==> config.mk <==
export PLATFORM = sky130hd
export DESIGN_NAME = dsp_sequencer
export DESIGN_NICKNAME = d
export VERILOG_FILES = /design/src/dsp_pkg.sv /design/src/dsp_pulse_if.sv /design/src/dsp_sequencer.sv /design/src/dsp_pulse_timer.sv
export SDC_FILE = /design/constraint.sdc
export NUM_CORES = 1
export LEC_CHECK = 0
export BUFFER_PORTS_ARGS = -buffer_cell sky130_fd_sc_hd__buf_4
export CAP_MARGIN = 20
export CORE_ASPECT_RATIO = 0.7
export CORE_MARGIN = 4
export CORE_UTILIZATION = 55
export CTS_CLUSTER_SIZE = 40
export DETAILED_ROUTE_END_ITERATION = 10
export GPL_TIMING_DRIVEN = 0
export PLACE_DENSITY = 0.76
export SETUP_SLACK_MARGIN = 0.2
export SLEW_MARGIN = 20
export SYNTH_ARGS = -nofsm -noshare
export SYNTH_HDL_FRONTEND = slang
export SYNTH_SLANG_ARGS = --single-unit
==> constraint.sdc <==
create_clock -name mclk -period 4 [get_ports mclk]
set_clock_uncertainty 0.15 [all_clocks]
set_input_delay 0 -clock mclk [delete_from_list [all_inputs] [get_ports mclk]]
set_output_delay 0 -clock mclk [all_outputs]
set_load 0.005 [all_outputs]
==> src/dsp_pkg.sv <==
package dsp_pkg;
  // clock rate, kHz, so that products stay well below 2**31
  localparam int CLK_KHZ = 200_000;
  // relay pulse lengths and door settle wait, in milliseconds
  localparam int OPEN_PULSE_MS = 30;
  localparam int UNLOCK_PULSE_MS = 10;
  localparam int SETTLE_MS = 20;
  // the same times as clock cycles
  localparam int OPEN_PULSE_CYC = OPEN_PULSE_MS * CLK_KHZ;
  localparam int UNLOCK_PULSE_CYC = UNLOCK_PULSE_MS * CLK_KHZ;
  localparam int SETTLE_CYC = SETTLE_MS * CLK_KHZ;
  // width of the cycle counters
  localparam int CNT_W = 24;
  // selection codes from the front panel board
  localparam logic [1:0] SEL_NONE = 2'h0;
  localparam logic [1:0] SEL_WATER = 2'h1;
  localparam logic [1:0] SEL_CUBE = 2'h2;
  localparam logic [1:0] SEL_CRUSH = 2'h3;
  // service menu entries, in stepping order
  localparam int TEST_NUM = 8;
  localparam logic [2:0] T_WATER = 3'h0;
  localparam logic [2:0] T_AUGER = 3'h1;
  localparam logic [2:0] T_AUGER_SW = 3'h2;
  localparam logic [2:0] T_CUBE = 3'h3;
  localparam logic [2:0] T_FRZ_DOOR = 3'h4;
  localparam logic [2:0] T_PADDLE = 3'h5;
  localparam logic [2:0] T_FLAP_SW = 3'h6;
  localparam logic [2:0] T_FLAP_SOL = 3'h7;
  // display codes
  localparam logic [7:0] DISP_BLANK = 8'h00;
  localparam logic [7:0] OPEN_DISPLAY_CODE = 8'h01;
  localparam logic [7:0] CLOSED_DISPLAY_CODE = 8'h02;
  localparam logic [7:0] ON_DISPLAY_CODE = 8'h03;
  localparam logic [7:0] OFF_DISPLAY_CODE = 8'h04;
  // sequencer states, one-hot
  typedef enum logic [5:0] {
    ST_IDLE = 6'h01,
    ST_OPENING = 6'h02,
    ST_DISPENSE = 6'h04,
    ST_UNLOCK = 6'h08,
    ST_SETTLE = 6'h10,
    ST_SERVICE = 6'h20
  } dsp_state_t;
endpackage

==> src/dsp_pulse_if.sv <==
// request and status of the door relay pulse timer
interface dsp_pulse_if;
  logic start;
  logic [dsp_pkg::CNT_W-1:0] len;
  logic busy;
  logic done;
  modport ctrl (output start, output len, input busy, input done);
  modport timer (input start, input len, output busy, output done);
endinterface

==> src/dsp_sequencer.sv <==
// How it works
// - water selection with paddle opens water valve
// - ice selection runs auger, cube needs solenoid
// - door open: one 30 ms relay pulse
// - door switch open means ice door open
// - paddle release: 10 ms unlock relay pulse
// - door still open: repeat unlock pulse
// - lights on with paddle or light pad
// - light setting keeps pocket lights always on
// - open freezer door blocks ice outputs only
// - no paddle, no dispensing or auto light
// - when dispensing, auger and solenoid need flapper confirmed open
// - both freezer keys held enter service mode
// - fresh-food up steps, on/off runs test
// - test 24 shows freezer door open/closed
// - test 10 auger, 10a stops on switch
// - test 11 solenoid, test 8 water valve
module dsp_sequencer #(
  parameter int OPEN_CYC = dsp_pkg::OPEN_PULSE_CYC,
  parameter int UNLOCK_CYC = dsp_pkg::UNLOCK_PULSE_CYC,
  parameter int SETTLE_CYC = dsp_pkg::SETTLE_CYC
) (
  // clock, reset, enable
  input wire logic mclk,
  input wire logic reset,
  input wire logic ce,
  // dispenser switches
  input wire logic paddleSw,
  input wire logic iceDoorSwClosed,
  input wire logic frzDoorSwClosed,
  input wire logic flapperSwOpen,
  input wire logic augerSwClosed,
  // front panel board
  input wire logic [1:0] selCode,
  input wire logic lightPad,
  input wire logic lightAlways,
  input wire logic keyFrzDown,
  input wire logic keyFrzUp,
  input wire logic keyFfUp,
  input wire logic keyOnOff,
  // actuators
  output logic waterValve,
  output logic augerMotor,
  output logic cubeSolenoid,
  output logic flapperSolenoid,
  output logic doorRelay,
  output logic pocketLight,
  // service display
  output logic serviceActive,
  output logic [2:0] testIndex,
  output logic [7:0] displayCode
);
  localparam int NPIN = 13;

  logic [NPIN-1:0] pinMeta_r; // first synchroniser stage
  logic [NPIN-1:0] pinSync_r; // second synchroniser stage
  logic [NPIN-1:0] pinPrev_r; // last value, for edge detection
  logic paddleS, doorClosedS, frzClosedS, flapOpenS, augerSwS;
  logic [1:0] selS;
  logic padS, alwaysS, frzDnS, frzUpS, ffUpS, onOffS;
  logic comboRise, ffUpRise, onOffRise, padRise;
  logic iceDoorOpen;
  dsp_pkg::dsp_state_t state_r, state_nxt;
  logic [1:0] sel_r; // selection taken at paddle press
  logic [dsp_pkg::CNT_W-1:0] settle_r; // settle countdown
  logic testRun_r; // selected service test is running
  logic padLight_r; // light pad toggle
  logic svcRun;
  logic water_nxt, auger_nxt, cube_nxt, flap_nxt, light_nxt;
  logic [7:0] disp_nxt;
  logic [dsp_pkg::CNT_W-1:0] relayRun_r; // helper: relay high length
  dsp_pulse_if pulse ();

  ////////////////////////////////////////////////////////////////////////
  // every pin passes two flip-flops before use
  always_ff @(posedge mclk) begin
    if (reset) begin
      pinMeta_r <= '0;
      pinSync_r <= '0;
      pinPrev_r <= '0;
    end else if (ce) begin
      pinMeta_r <= {paddleSw, iceDoorSwClosed, frzDoorSwClosed, flapperSwOpen, augerSwClosed,
                    selCode, lightPad, lightAlways, keyFrzDown, keyFrzUp, keyFfUp, keyOnOff};
      pinSync_r <= pinMeta_r;
      pinPrev_r <= pinSync_r;
    end
  end

  assign {paddleS, doorClosedS, frzClosedS, flapOpenS, augerSwS, selS,
          padS, alwaysS, frzDnS, frzUpS, ffUpS, onOffS} = pinSync_r;
  // open contacts on the ice door switch mean the door stands open
  assign iceDoorOpen = !doorClosedS;
  // press edges of keys and of the two-key combination
  assign comboRise = frzDnS && frzUpS && !(pinPrev_r[3] && pinPrev_r[2]);
  assign ffUpRise = ffUpS && !pinPrev_r[1];
  assign onOffRise = onOffS && !pinPrev_r[0];
  assign padRise = padS && !pinPrev_r[5];

  ////////////////////////////////////////////////////////////////////////
  // relay pulse timer
  dsp_pulse_timer u_timer (
    .mclk(mclk),
    .reset(reset),
    .ce(ce),
    .pulse(pulse.timer)
  );

  // start requests and lengths for the timer
  always_comb begin
    pulse.start = 1'b0;
    pulse.len = UNLOCK_CYC[dsp_pkg::CNT_W-1:0];
    unique case (state_r)
      dsp_pkg::ST_IDLE: begin
        // ice press opens the ice door
        pulse.start = !comboRise && paddleS && selS[1];
        pulse.len = OPEN_CYC[dsp_pkg::CNT_W-1:0];
      end
      dsp_pkg::ST_DISPENSE: begin
        // release: latch unlock, after outputs have dropped
        pulse.start = !paddleS && (sel_r[1] || iceDoorOpen);
      end
      dsp_pkg::ST_SETTLE: begin
        // door still open after the wait: try again
        pulse.start = settle_r == '0 && iceDoorOpen;
      end
      dsp_pkg::ST_OPENING, dsp_pkg::ST_UNLOCK, dsp_pkg::ST_SERVICE: begin
        pulse.start = 1'b0;
      end
    endcase
  end

  ////////////////////////////////////////////////////////////////////////
  // sequencer next state
  always_comb begin
    state_nxt = state_r;
    unique case (state_r)
      dsp_pkg::ST_IDLE: begin
        if (comboRise) begin
          state_nxt = dsp_pkg::ST_SERVICE;
        end else if (paddleS && selS == dsp_pkg::SEL_WATER) begin
          state_nxt = dsp_pkg::ST_DISPENSE;
        end else if (pulse.start) begin
          state_nxt = dsp_pkg::ST_OPENING;
        end
      end
      dsp_pkg::ST_OPENING: begin
        if (pulse.done) begin
          state_nxt = dsp_pkg::ST_DISPENSE;
        end
      end
      dsp_pkg::ST_DISPENSE: begin
        if (pulse.start) begin
          state_nxt = dsp_pkg::ST_UNLOCK;
        end else if (!paddleS) begin
          state_nxt = dsp_pkg::ST_IDLE;
        end
      end
      dsp_pkg::ST_UNLOCK: begin
        if (pulse.done) begin
          state_nxt = dsp_pkg::ST_SETTLE;
        end
      end
      dsp_pkg::ST_SETTLE: begin
        if (pulse.start) begin
          state_nxt = dsp_pkg::ST_UNLOCK;
        end else if (settle_r == '0) begin
          state_nxt = dsp_pkg::ST_IDLE;
        end
      end
      dsp_pkg::ST_SERVICE: begin
        if (comboRise) begin
          state_nxt = dsp_pkg::ST_IDLE;
        end
      end
      default: state_nxt = dsp_pkg::ST_IDLE;
    endcase
  end

  // state register
  always_ff @(posedge mclk) begin
    if (reset) begin
      state_r <= dsp_pkg::ST_IDLE;
    end else if (ce) begin
      state_r <= state_nxt;
    end
  end

  // selection held for the whole dispense
  always_ff @(posedge mclk) begin
    if (reset) begin
      sel_r <= dsp_pkg::SEL_NONE;
    end else if (ce && state_r == dsp_pkg::ST_IDLE) begin
      sel_r <= selS;
    end
  end

  // wait for the spring to close the door after each unlock pulse
  always_ff @(posedge mclk) begin
    if (reset) begin
      settle_r <= '0;
    end else if (ce) begin
      if (state_r == dsp_pkg::ST_UNLOCK) begin
        settle_r <= SETTLE_CYC[dsp_pkg::CNT_W-1:0];
      end else if (settle_r != '0) begin
        settle_r <= settle_r - 1'b1;
      end
    end
  end

  ////////////////////////////////////////////////////////////////////////
  // service menu: step with fresh-food up, run with on/off
  always_ff @(posedge mclk) begin
    if (reset) begin
      testIndex <= dsp_pkg::T_WATER;
      testRun_r <= 1'b0;
    end else if (ce) begin
      if (state_r != dsp_pkg::ST_SERVICE) begin
        testIndex <= dsp_pkg::T_WATER;
        testRun_r <= 1'b0;
      end else if (ffUpRise) begin
        testIndex <= testIndex + 3'h1;
        testRun_r <= 1'b0;
      end else if (onOffRise) begin
        testRun_r <= !testRun_r;
      end
    end
  end

  assign svcRun = state_r == dsp_pkg::ST_SERVICE && testRun_r;

  ////////////////////////////////////////////////////////////////////////
  // actuator decisions
  always_comb begin
    // normal dispensing needs the paddle held
    logic disp;
    disp = state_r == dsp_pkg::ST_DISPENSE && paddleS;
    water_nxt = (disp && sel_r == dsp_pkg::SEL_WATER) ||
                (svcRun && testIndex == dsp_pkg::T_WATER);
    // freezer door must be closed for every ice actuator
    flap_nxt = frzClosedS && ((disp && sel_r[1]) ||
               (svcRun && testIndex == dsp_pkg::T_FLAP_SOL));
    // when dispensing, auger needs flapper driven and confirmed open
    auger_nxt = frzClosedS && ((disp && sel_r[1] && flapperSolenoid && flapOpenS) ||
                (svcRun && testIndex == dsp_pkg::T_AUGER) ||
                (svcRun && testIndex == dsp_pkg::T_AUGER_SW && augerSwS));
    cube_nxt = frzClosedS && ((disp && sel_r == dsp_pkg::SEL_CUBE && flapperSolenoid && flapOpenS) ||
               (svcRun && testIndex == dsp_pkg::T_CUBE));
    // pocket light: setting, pad toggle, or paddle
    light_nxt = alwaysS || padLight_r ||
                (paddleS && state_r != dsp_pkg::ST_SERVICE);
  end

  // light pad toggles the pocket light
  always_ff @(posedge mclk) begin
    if (reset) begin
      padLight_r <= 1'b0;
    end else if (ce && padRise) begin
      padLight_r <= !padLight_r;
    end
  end

  // actuator registers
  always_ff @(posedge mclk) begin
    if (reset) begin
      waterValve <= 1'b0;
      augerMotor <= 1'b0;
      cubeSolenoid <= 1'b0;
      flapperSolenoid <= 1'b0;
      pocketLight <= 1'b0;
      doorRelay <= 1'b0;
    end else if (ce) begin
      waterValve <= water_nxt;
      augerMotor <= auger_nxt;
      cubeSolenoid <= cube_nxt;
      flapperSolenoid <= flap_nxt;
      pocketLight <= light_nxt;
      doorRelay <= pulse.busy;
    end
  end

  ////////////////////////////////////////////////////////////////////////
  // service display
  always_comb begin
    disp_nxt = dsp_pkg::DISP_BLANK;
    if (state_r == dsp_pkg::ST_SERVICE) begin
      unique case (testIndex)
        dsp_pkg::T_FRZ_DOOR: disp_nxt = frzClosedS ? dsp_pkg::CLOSED_DISPLAY_CODE
                                                    : dsp_pkg::OPEN_DISPLAY_CODE;
        dsp_pkg::T_PADDLE: disp_nxt = paddleS ? dsp_pkg::ON_DISPLAY_CODE : dsp_pkg::OFF_DISPLAY_CODE;
        dsp_pkg::T_FLAP_SW, dsp_pkg::T_FLAP_SOL: disp_nxt = flapOpenS ? dsp_pkg::OPEN_DISPLAY_CODE
                                                                       : dsp_pkg::CLOSED_DISPLAY_CODE;
        default: disp_nxt = dsp_pkg::DISP_BLANK;
      endcase
    end
  end

  // display and mode registers
  always_ff @(posedge mclk) begin
    if (reset) begin
      displayCode <= dsp_pkg::DISP_BLANK;
      serviceActive <= 1'b0;
    end else if (ce) begin
      displayCode <= disp_nxt;
      serviceActive <= state_nxt == dsp_pkg::ST_SERVICE;
    end
  end

  ////////////////////////////////////////////////////////////////////////
  // helper: length of the current relay pulse
  always_ff @(posedge mclk) begin
    if (reset) begin
      relayRun_r <= '0;
    end else if (ce) begin
      relayRun_r <= pulse.busy ? relayRun_r + 1'b1 : '0;
    end
  end

  property p_waterNeedsPaddle;
    @(posedge mclk) disable iff (reset) waterValve && !$past(serviceActive) |-> $past(paddleS);
  endproperty
  a_waterNeedsPaddle: assert property (p_waterNeedsPaddle) else $error("water without paddle");

  property p_iceInterlock;
    @(posedge mclk) disable iff (reset)
      (augerMotor || cubeSolenoid || flapperSolenoid) |-> $past(frzClosedS);
  endproperty
  a_iceInterlock: assert property (p_iceInterlock) else $error("ice output with freezer door open");

  property p_flapperFirst;
    @(posedge mclk) disable iff (reset)
      augerMotor && !$past(serviceActive) |-> $past(flapperSolenoid) && $past(flapOpenS);
  endproperty
  a_flapperFirst: assert property (p_flapperFirst) else $error("auger without open flapper");

  property p_releaseDrops;
    @(posedge mclk) disable iff (reset)
      ce && state_r == dsp_pkg::ST_DISPENSE && !paddleS |=> !waterValve && !augerMotor && !cubeSolenoid;
  endproperty
  a_releaseDrops: assert property (p_releaseDrops) else $error("outputs held after release");

  property p_relayLength;
    @(posedge mclk) disable iff (reset)
      ce && $fell(pulse.busy) |-> relayRun_r == OPEN_CYC[dsp_pkg::CNT_W-1:0] ||
                                  relayRun_r == UNLOCK_CYC[dsp_pkg::CNT_W-1:0];
  endproperty
  a_relayLength: assert property (p_relayLength) else $error("relay pulse length wrong");

  property p_retryUnlock;
    @(posedge mclk) disable iff (reset)
      ce && state_r == dsp_pkg::ST_SETTLE && settle_r == '0 && iceDoorOpen |=> state_r == dsp_pkg::ST_UNLOCK;
  endproperty
  a_retryUnlock: assert property (p_retryUnlock) else $error("no retry with door open");

  property p_lightPaddle;
    @(posedge mclk) disable iff (reset)
      ce && (alwaysS || (paddleS && state_r != dsp_pkg::ST_SERVICE)) |=> pocketLight;
  endproperty
  a_lightPaddle: assert property (p_lightPaddle) else $error("pocket light off");

  property p_serviceEnter;
    @(posedge mclk) disable iff (reset)
      ce && state_r == dsp_pkg::ST_IDLE && comboRise |=> serviceActive;
  endproperty
  a_serviceEnter: assert property (p_serviceEnter) else $error("service mode not entered");

  property p_menuStep;
    @(posedge mclk) disable iff (reset)
      ce && state_r == dsp_pkg::ST_SERVICE && ffUpRise |=> testIndex == $past(testIndex) + 3'h1;
  endproperty
  a_menuStep: assert property (p_menuStep) else $error("menu did not step");

  property p_doorCode;
    @(posedge mclk) disable iff (reset)
      ce && state_r == dsp_pkg::ST_SERVICE && testIndex == dsp_pkg::T_FRZ_DOOR && !frzClosedS
      |=> displayCode == dsp_pkg::OPEN_DISPLAY_CODE;
  endproperty
  a_doorCode: assert property (p_doorCode) else $error("door code wrong");

  // retry condition for the cover below
  logic a_retryCond;
  assign a_retryCond = state_r == dsp_pkg::ST_SETTLE && pulse.start;

  c_waterDispense: cover property (@(posedge mclk) disable iff (reset) waterValve);
  c_iceDispense: cover property (@(posedge mclk) disable iff (reset) augerMotor && cubeSolenoid);
  c_retry: cover property (@(posedge mclk) disable iff (reset) a_retryCond);
  c_serviceRun: cover property (@(posedge mclk) disable iff (reset) svcRun && augerMotor);
endmodule // dsp_sequencer

==> src/dsp_pulse_timer.sv <==
// relay pulse timer: busy stands exactly len cycles after start
module dsp_pulse_timer (
  // clock, reset, enable
  input wire logic mclk,
  input wire logic reset,
  input wire logic ce,
  // request side
  dsp_pulse_if.timer pulse
);
  logic [dsp_pkg::CNT_W-1:0] cnt_r; // cycles left in the pulse

  //////////////////////////////////////////////////////////////////////
  // count the pulse down; a start while idle loads it
  always_ff @(posedge mclk) begin
    if (reset) begin
      cnt_r <= '0;
      pulse.busy <= 1'b0;
      pulse.done <= 1'b0;
    end else if (ce) begin
      pulse.done <= 1'b0;
      if (!pulse.busy && pulse.start) begin
        cnt_r <= pulse.len - 1'b1;
        pulse.busy <= 1'b1;
      end else if (pulse.busy) begin
        if (cnt_r == '0) begin
          pulse.busy <= 1'b0;
          pulse.done <= 1'b1;
        end else begin
          cnt_r <= cnt_r - 1'b1;
        end
      end
    end
  end

  //////////////////////////////////////////////////////////////////////
  // a busy pulse always ends in done
  property p_doneEndsBusy;
    @(posedge mclk) disable iff (reset) $fell(pulse.busy) |-> pulse.done;
  endproperty
  a_doneEndsBusy: assert property (p_doneEndsBusy) else $error("busy fell without done");
endmodule // dsp_pulse_timer

# After elaboration in Yosys (flattened, before gate mapping)
# Index checks and enable logic that the tools add are counted.
# word_totals
latchBits,0
output_inout_bits,18
input_bits,16
regBits,110
mem_bits_rw,0
rom_bits,0
mem_count,0
# classes
mul,0
magnitude_cmp,0
n_shift,0
eq_ne,19
bitwise_logic,0
n_reduce_logical,65
add_sub_neg,4
mux,34
div,0
# op_table
cell,n
2-to-1 mux 24 bit,5
2-to-1 mux 6 bit,10
zero test 24 bit,2
subtractor 24 x 1 -> 24 bit (second input constant),2
one-hot mux 6 bit (6 select lines),1
logical AND 1 bit,33
nonzero test 24 bit,1
subtractor 23 x 1 -> 24 bit (second input constant),1
2-to-1 mux 23 bit,1
equality test 3 bit (second input constant),4
equality test 6 bit (second input constant),2
2-to-1 mux 3 bit,4
zero test 1 bit,10
2-to-1 mux 1 bit,9
one-hot mux 3 bit (3 select lines),1
logical OR 1 bit,8
equality test 3 x 2 -> 1 bit (second input constant),2
equality test 6 x 1 -> 1 bit (second input constant),1
equality test 6 x 2 -> 1 bit (second input constant),1
equality test 6 x 3 -> 1 bit (second input constant),1
equality test 6 x 4 -> 1 bit (second input constant),1
equality test 6 x 5 -> 1 bit (second input constant),1
!= test 6 bit (second input constant),1
AND reduction 2 bit,3
other kinds (13),17

# Logic depth before layout (Yosys ltp)
# depth
ltp_word,12
mapped_depth,16
depth_no_buf,14

# Cells and area by module
# Synthesis repeated with hierarchy kept, for this count alone.
# hier_totals
hier_cells,762
area_unflattened_um2,6145.9
# modules_own_cells
mod,instances,area_each_um2,cells_each,seq_area_each_um2
dsp_sequencer,1,3870.0,443,1561.5
dsp_pulse_timer,1,2275.9,319,520.5

# Least setup slack after synthesis
# Ideal clock, no wire load.
# synth_timing
kind,register to register
start,register state_r[0]
end,register u_timer.cnt_r[20] (netlist name)
arrival_ns,3.587
stages_incl_launch_ff,16
synth_period_minus_slack_ns,3.815
required_time_ns,3.772
slack_ns,0.185
path_buffers,3
path_cell_list,dfxtp_1 -> or4_1 -> buf_2 -> a2111o_1 -> o41ai_4 -> o21ai_2 -> buf_2 -> nand2_1 -> ha_1 -> clkbuf_1 -> nor3b_1 -> nand4b_1 -> nor3_1 -> nand4_1 -> and3_1 -> nor3_1
# synth_between
elab_chain_cells,6
# synth_rtl
item,line,source
"start, declared",dsp_sequencer.sv:63,"dsp_pkg::dsp_state_t state_r, state_nxt;"
"start signal, assigned",dsp_sequencer.sv:182,state_r <= dsp_pkg::ST_IDLE;
"start signal, assigned",dsp_sequencer.sv:184,state_r <= state_nxt;
branches (longest 6 deep; another with subtractor 23 x 1 -> 24 bit),--,
"end signal, assigned",dsp_pulse_timer.sv:22,cnt_r <= pulse.len - 1'b1;
"end signal, assigned",dsp_pulse_timer.sv:29,cnt_r <= cnt_r - 1'b1;
"end, declared",dsp_pulse_timer.sv:10,logic [dsp_pkg::CNT_W-1:0] cnt_r;
# Parallel ways; which one is timed is not known.
# A chain may end at the register's enable or synchronous reset.

# Worst setup path in the final report
# layout_timing
start,register state_r[0]
end,register u_timer.cnt_r[22] (netlist name)
# The elaborated chain is that of the path after synthesis.

==> results.toml <==
[cells_and_area]
final_cell_mix = "102 x dfxtp_1, 82 x nor2_1, 42 x a21oi_1"
multi_input_area_sq_um = 2960
finish.utilization = 0.680
instances_no_fill = 798
nFillCells = 765
layout.area.seq_sq_um = 2090
final_common_cell = "dfxtp_1"
areaGrowthSynthToFinish_pct = 19.3
finish.instance_area_sq_um = 6220
fin_nets = 695
drive_gt1_frac = 0.144
antenna_cells = 0

[setup_path]
crit_path_end_kind = "flip-flop"
crit_arrival_ps = 3720
r2r_setup_slack_ps = 390
path_max_fanout = 8
reg2regPathDepth = 15
path_class = "reg -> reg"
cp.required_ps = 4110
start_kind = "flip-flop"

[place]
place_congestion = 0.929
placed_area_sq_um = 5590
pre_cts_ws_ps = -393
port_buffers = 26
hpwl_mm = 10.1
placedCellCount = 759

[synthesis]
synth_edf_count = 0
yosysSeqAreaShare = 0.399
syn_area_per_cell_sq_um = 8.62
ys.flop_type = "dfxtp_1"
synth-seq-cells = 104
synth_area_sq_um = 5220
ys_async_sr_fraction = 0
yosysWarnings = 0
syn_inst = 605
synth_cell_types = 75

[clocking]
ctsHtreeMaxLevel = 3
cts_tree = "done"
clkSlewWorstSetupHoldPaths_ps = 70
root_buffer = "clkbuf_16"
cts_buffer_depth = 2
clock_sinks = 104
clk_latency_ps = 360
tritoncts.num_buffers = 9

[power_and_ir_drop]
pwr-share-comb = 0.306
peakVddDrop_mv = 0.564
p_sw_mw = 1.15
p_sw_frac = 0.343
seq_power_share = 0.383
fin_total_pwr_mw = 3.36
clock_power_share = 0.311
powerDensity_nw_per_um2 = 540
intPower_mw = 2.21
p_leak_nw = 2.40

[drt]
drtAntennaViolNets = 0
wl_per_cell_microns = 18.2
drt-total-wl_mm = 14.6
via_per_inst = 6.37
vias = 5082
drc = 0
dr.first_iter.drc_count = 702
drt-pass1-iter-count = 5

[timing]
rsz0062_at_grt = "false"
hold_viol_final = 0
maxSlewViolCount = 0
min_period_over_period = 0.903
tightest_slew_ps = 778
timing.hold.ws_ps = 192
finalSetupTns_ps = 0
fmax_mhz = 277
slew_headroom = 0.477
fin_ws_ps = 387
fin_crit_ps = 3610
finalSetupViolations = 0

[run_status]
status = "completed"

[floorplanning]
fp.coreArea_sq_um = 9140
die_h_microns = 89.5
die_x_microns = 124
die_area_sq_um = 11100
ios = 34
placementRows = 29
initial_core_util = 0.570

[global_routing]
antenna_found_initial = 0
grt_pass1_wl_mm = 23.8
grt-ovfl-total = 0
grt_start_max_net_pins = 17
grtUsageTotal = 0.262
grt_pass1_vias = 4797

[min_path]
hold-path-cell-count = 4
hold_class = "in -> reg"

[job]
drv_cap = 0
[sequential cells by signal, summed over array words and instances, names as in the netlist, 2 cells and up]
register,flops
displayCode,3
pinMeta_r,13
pinPrev_r,5
pinSync_r,13
sel_r,2
settle_r,24
state_r,6
testIndex,3
u_timer.cnt_r,24
[layer usage]
metal	vias up	routed length (microns)	track usage
met5	-	0	0
met4	0	232	0.0766
met3	35	1450	0.0615
met2	298	6430	0.426
met1	2377	6440	0.354
li1	2372	-	-
[area by class of cell]
type,count,share of cell area
plain buffers,39,0.0320
clock buffers,11,0.0406
clock inverters,4,0.0159
inverters,17,0.0103
multi-input cells,449,0.475
flip-flops and latches,104,0.335
well taps,124,0.0249
repair buffers,50,0.0656
[path summary, 6_finish.rpt]
path,from,to
worst max-delay path,state_r[0]$_SDFFE_PP1P_,u_timer.cnt_r[22]$_SDFFE_PP0P_
worst min-delay path,ce,sel_r[1]$_SDFFE_PP0P_
worst max register to register,state_r[0]$_SDFFE_PP1P_,u_timer.cnt_r[22]$_SDFFE_PP0P_
worst min register to register,cubeSolenoid$_SDFFE_PP0P_,cubeSolenoid$_SDFFE_PP0P_
[power groups by stage]
stage	logic, mW	clock network [mW]	registers (mW)
6_report	1.03	1.04	1.29
5_1_grt	1.14	1.09	1.31
4_1_cts	1.00	1.05	1.28
3_5_place_dp	0.970	0	1.30
3_3_place_gp	0.925	0	1.29
2_1_floorplan	0.768	0	1.27
[Yosys cell counts, types with 2 or more instances]
master     count  area, sq um
nand2_1       27          101
ha_1           9          113
nand4_1       17          106
nor3_1        20          100
buf_2          3         15.0
nand3b_1       5         37.5
buf_4          5         37.5
inv_1         16         60.1
or2_2          8         50.1
nor4_1        19          119
or3_1         13         81.3
nor2_1        82          308
o311ai_0       3         26.3
o311a_1        3         30.0
nor2b_1        4         25.0
o32ai_1        2         17.5
mux2_2         2         22.5
a21oi_1       42          210
nor4b_1        3         26.3
a211oi_1       5         37.5
a2111o_1       2         22.5
dfxtp_1      104         2080
a311oi_1       3         26.3
o211ai_1       4         30.0
xor2_1        15          131
a211o_1        2         17.5
a222oi_1       2         20.0
nor3b_1        3         22.5
a31oi_1       10         62.6
mux2i_1       35          350
o21ai_0       14         70.1
a2111oi_0      2         17.5
o31ai_1       10         75.1
nand2b_1       6         37.5
nand3_1       19         95.1
or4_1         10         75.1
clkbuf_1      28          105
and3_1         6         37.5
or3b_2         2         17.5
a32oi_1        2         17.5
nand4b_1       4         35.0
[critical path: stages (launching register included)]
cell      delay, ps
dfxtp_4         370
or4_4           530
buf_6           150
a2111o_1        410
o41ai_4          90
o21ai_2         140
buf_6           160
nand2_1          70
ha_2            170
buf_6           110
nor3b_4         200
nand4b_1        210
or2_4           310
nor3_2          100
mux2i_1          90
o31ai_1         260
[repair_timing]
item / CTS / global route
cloned: 0 / 1
hold buffers: 14 / 0
resized for setup: 8 / 15
hold endpoints to repair: 14 / 0
endpoints found under the setup margin: 8 / 8
pin swaps: 2 / 5
setup buffers: 3 / 6
[cell families (layout without fill, tap and decap cells)]
kind of cell,after synthesis,after routing,synth area share
compound gates,124,124,0.169
xor+xnor,16,16,0.0269
buf+inv,56,121,0.0463
mux,37,37,0.0715
simple gates,258,258,0.265
flops,104,104,0.399
fa+ha+maj,9,9,0.0216
other cells,1,5,0.000719
Power figures use the tool's default switching activity.
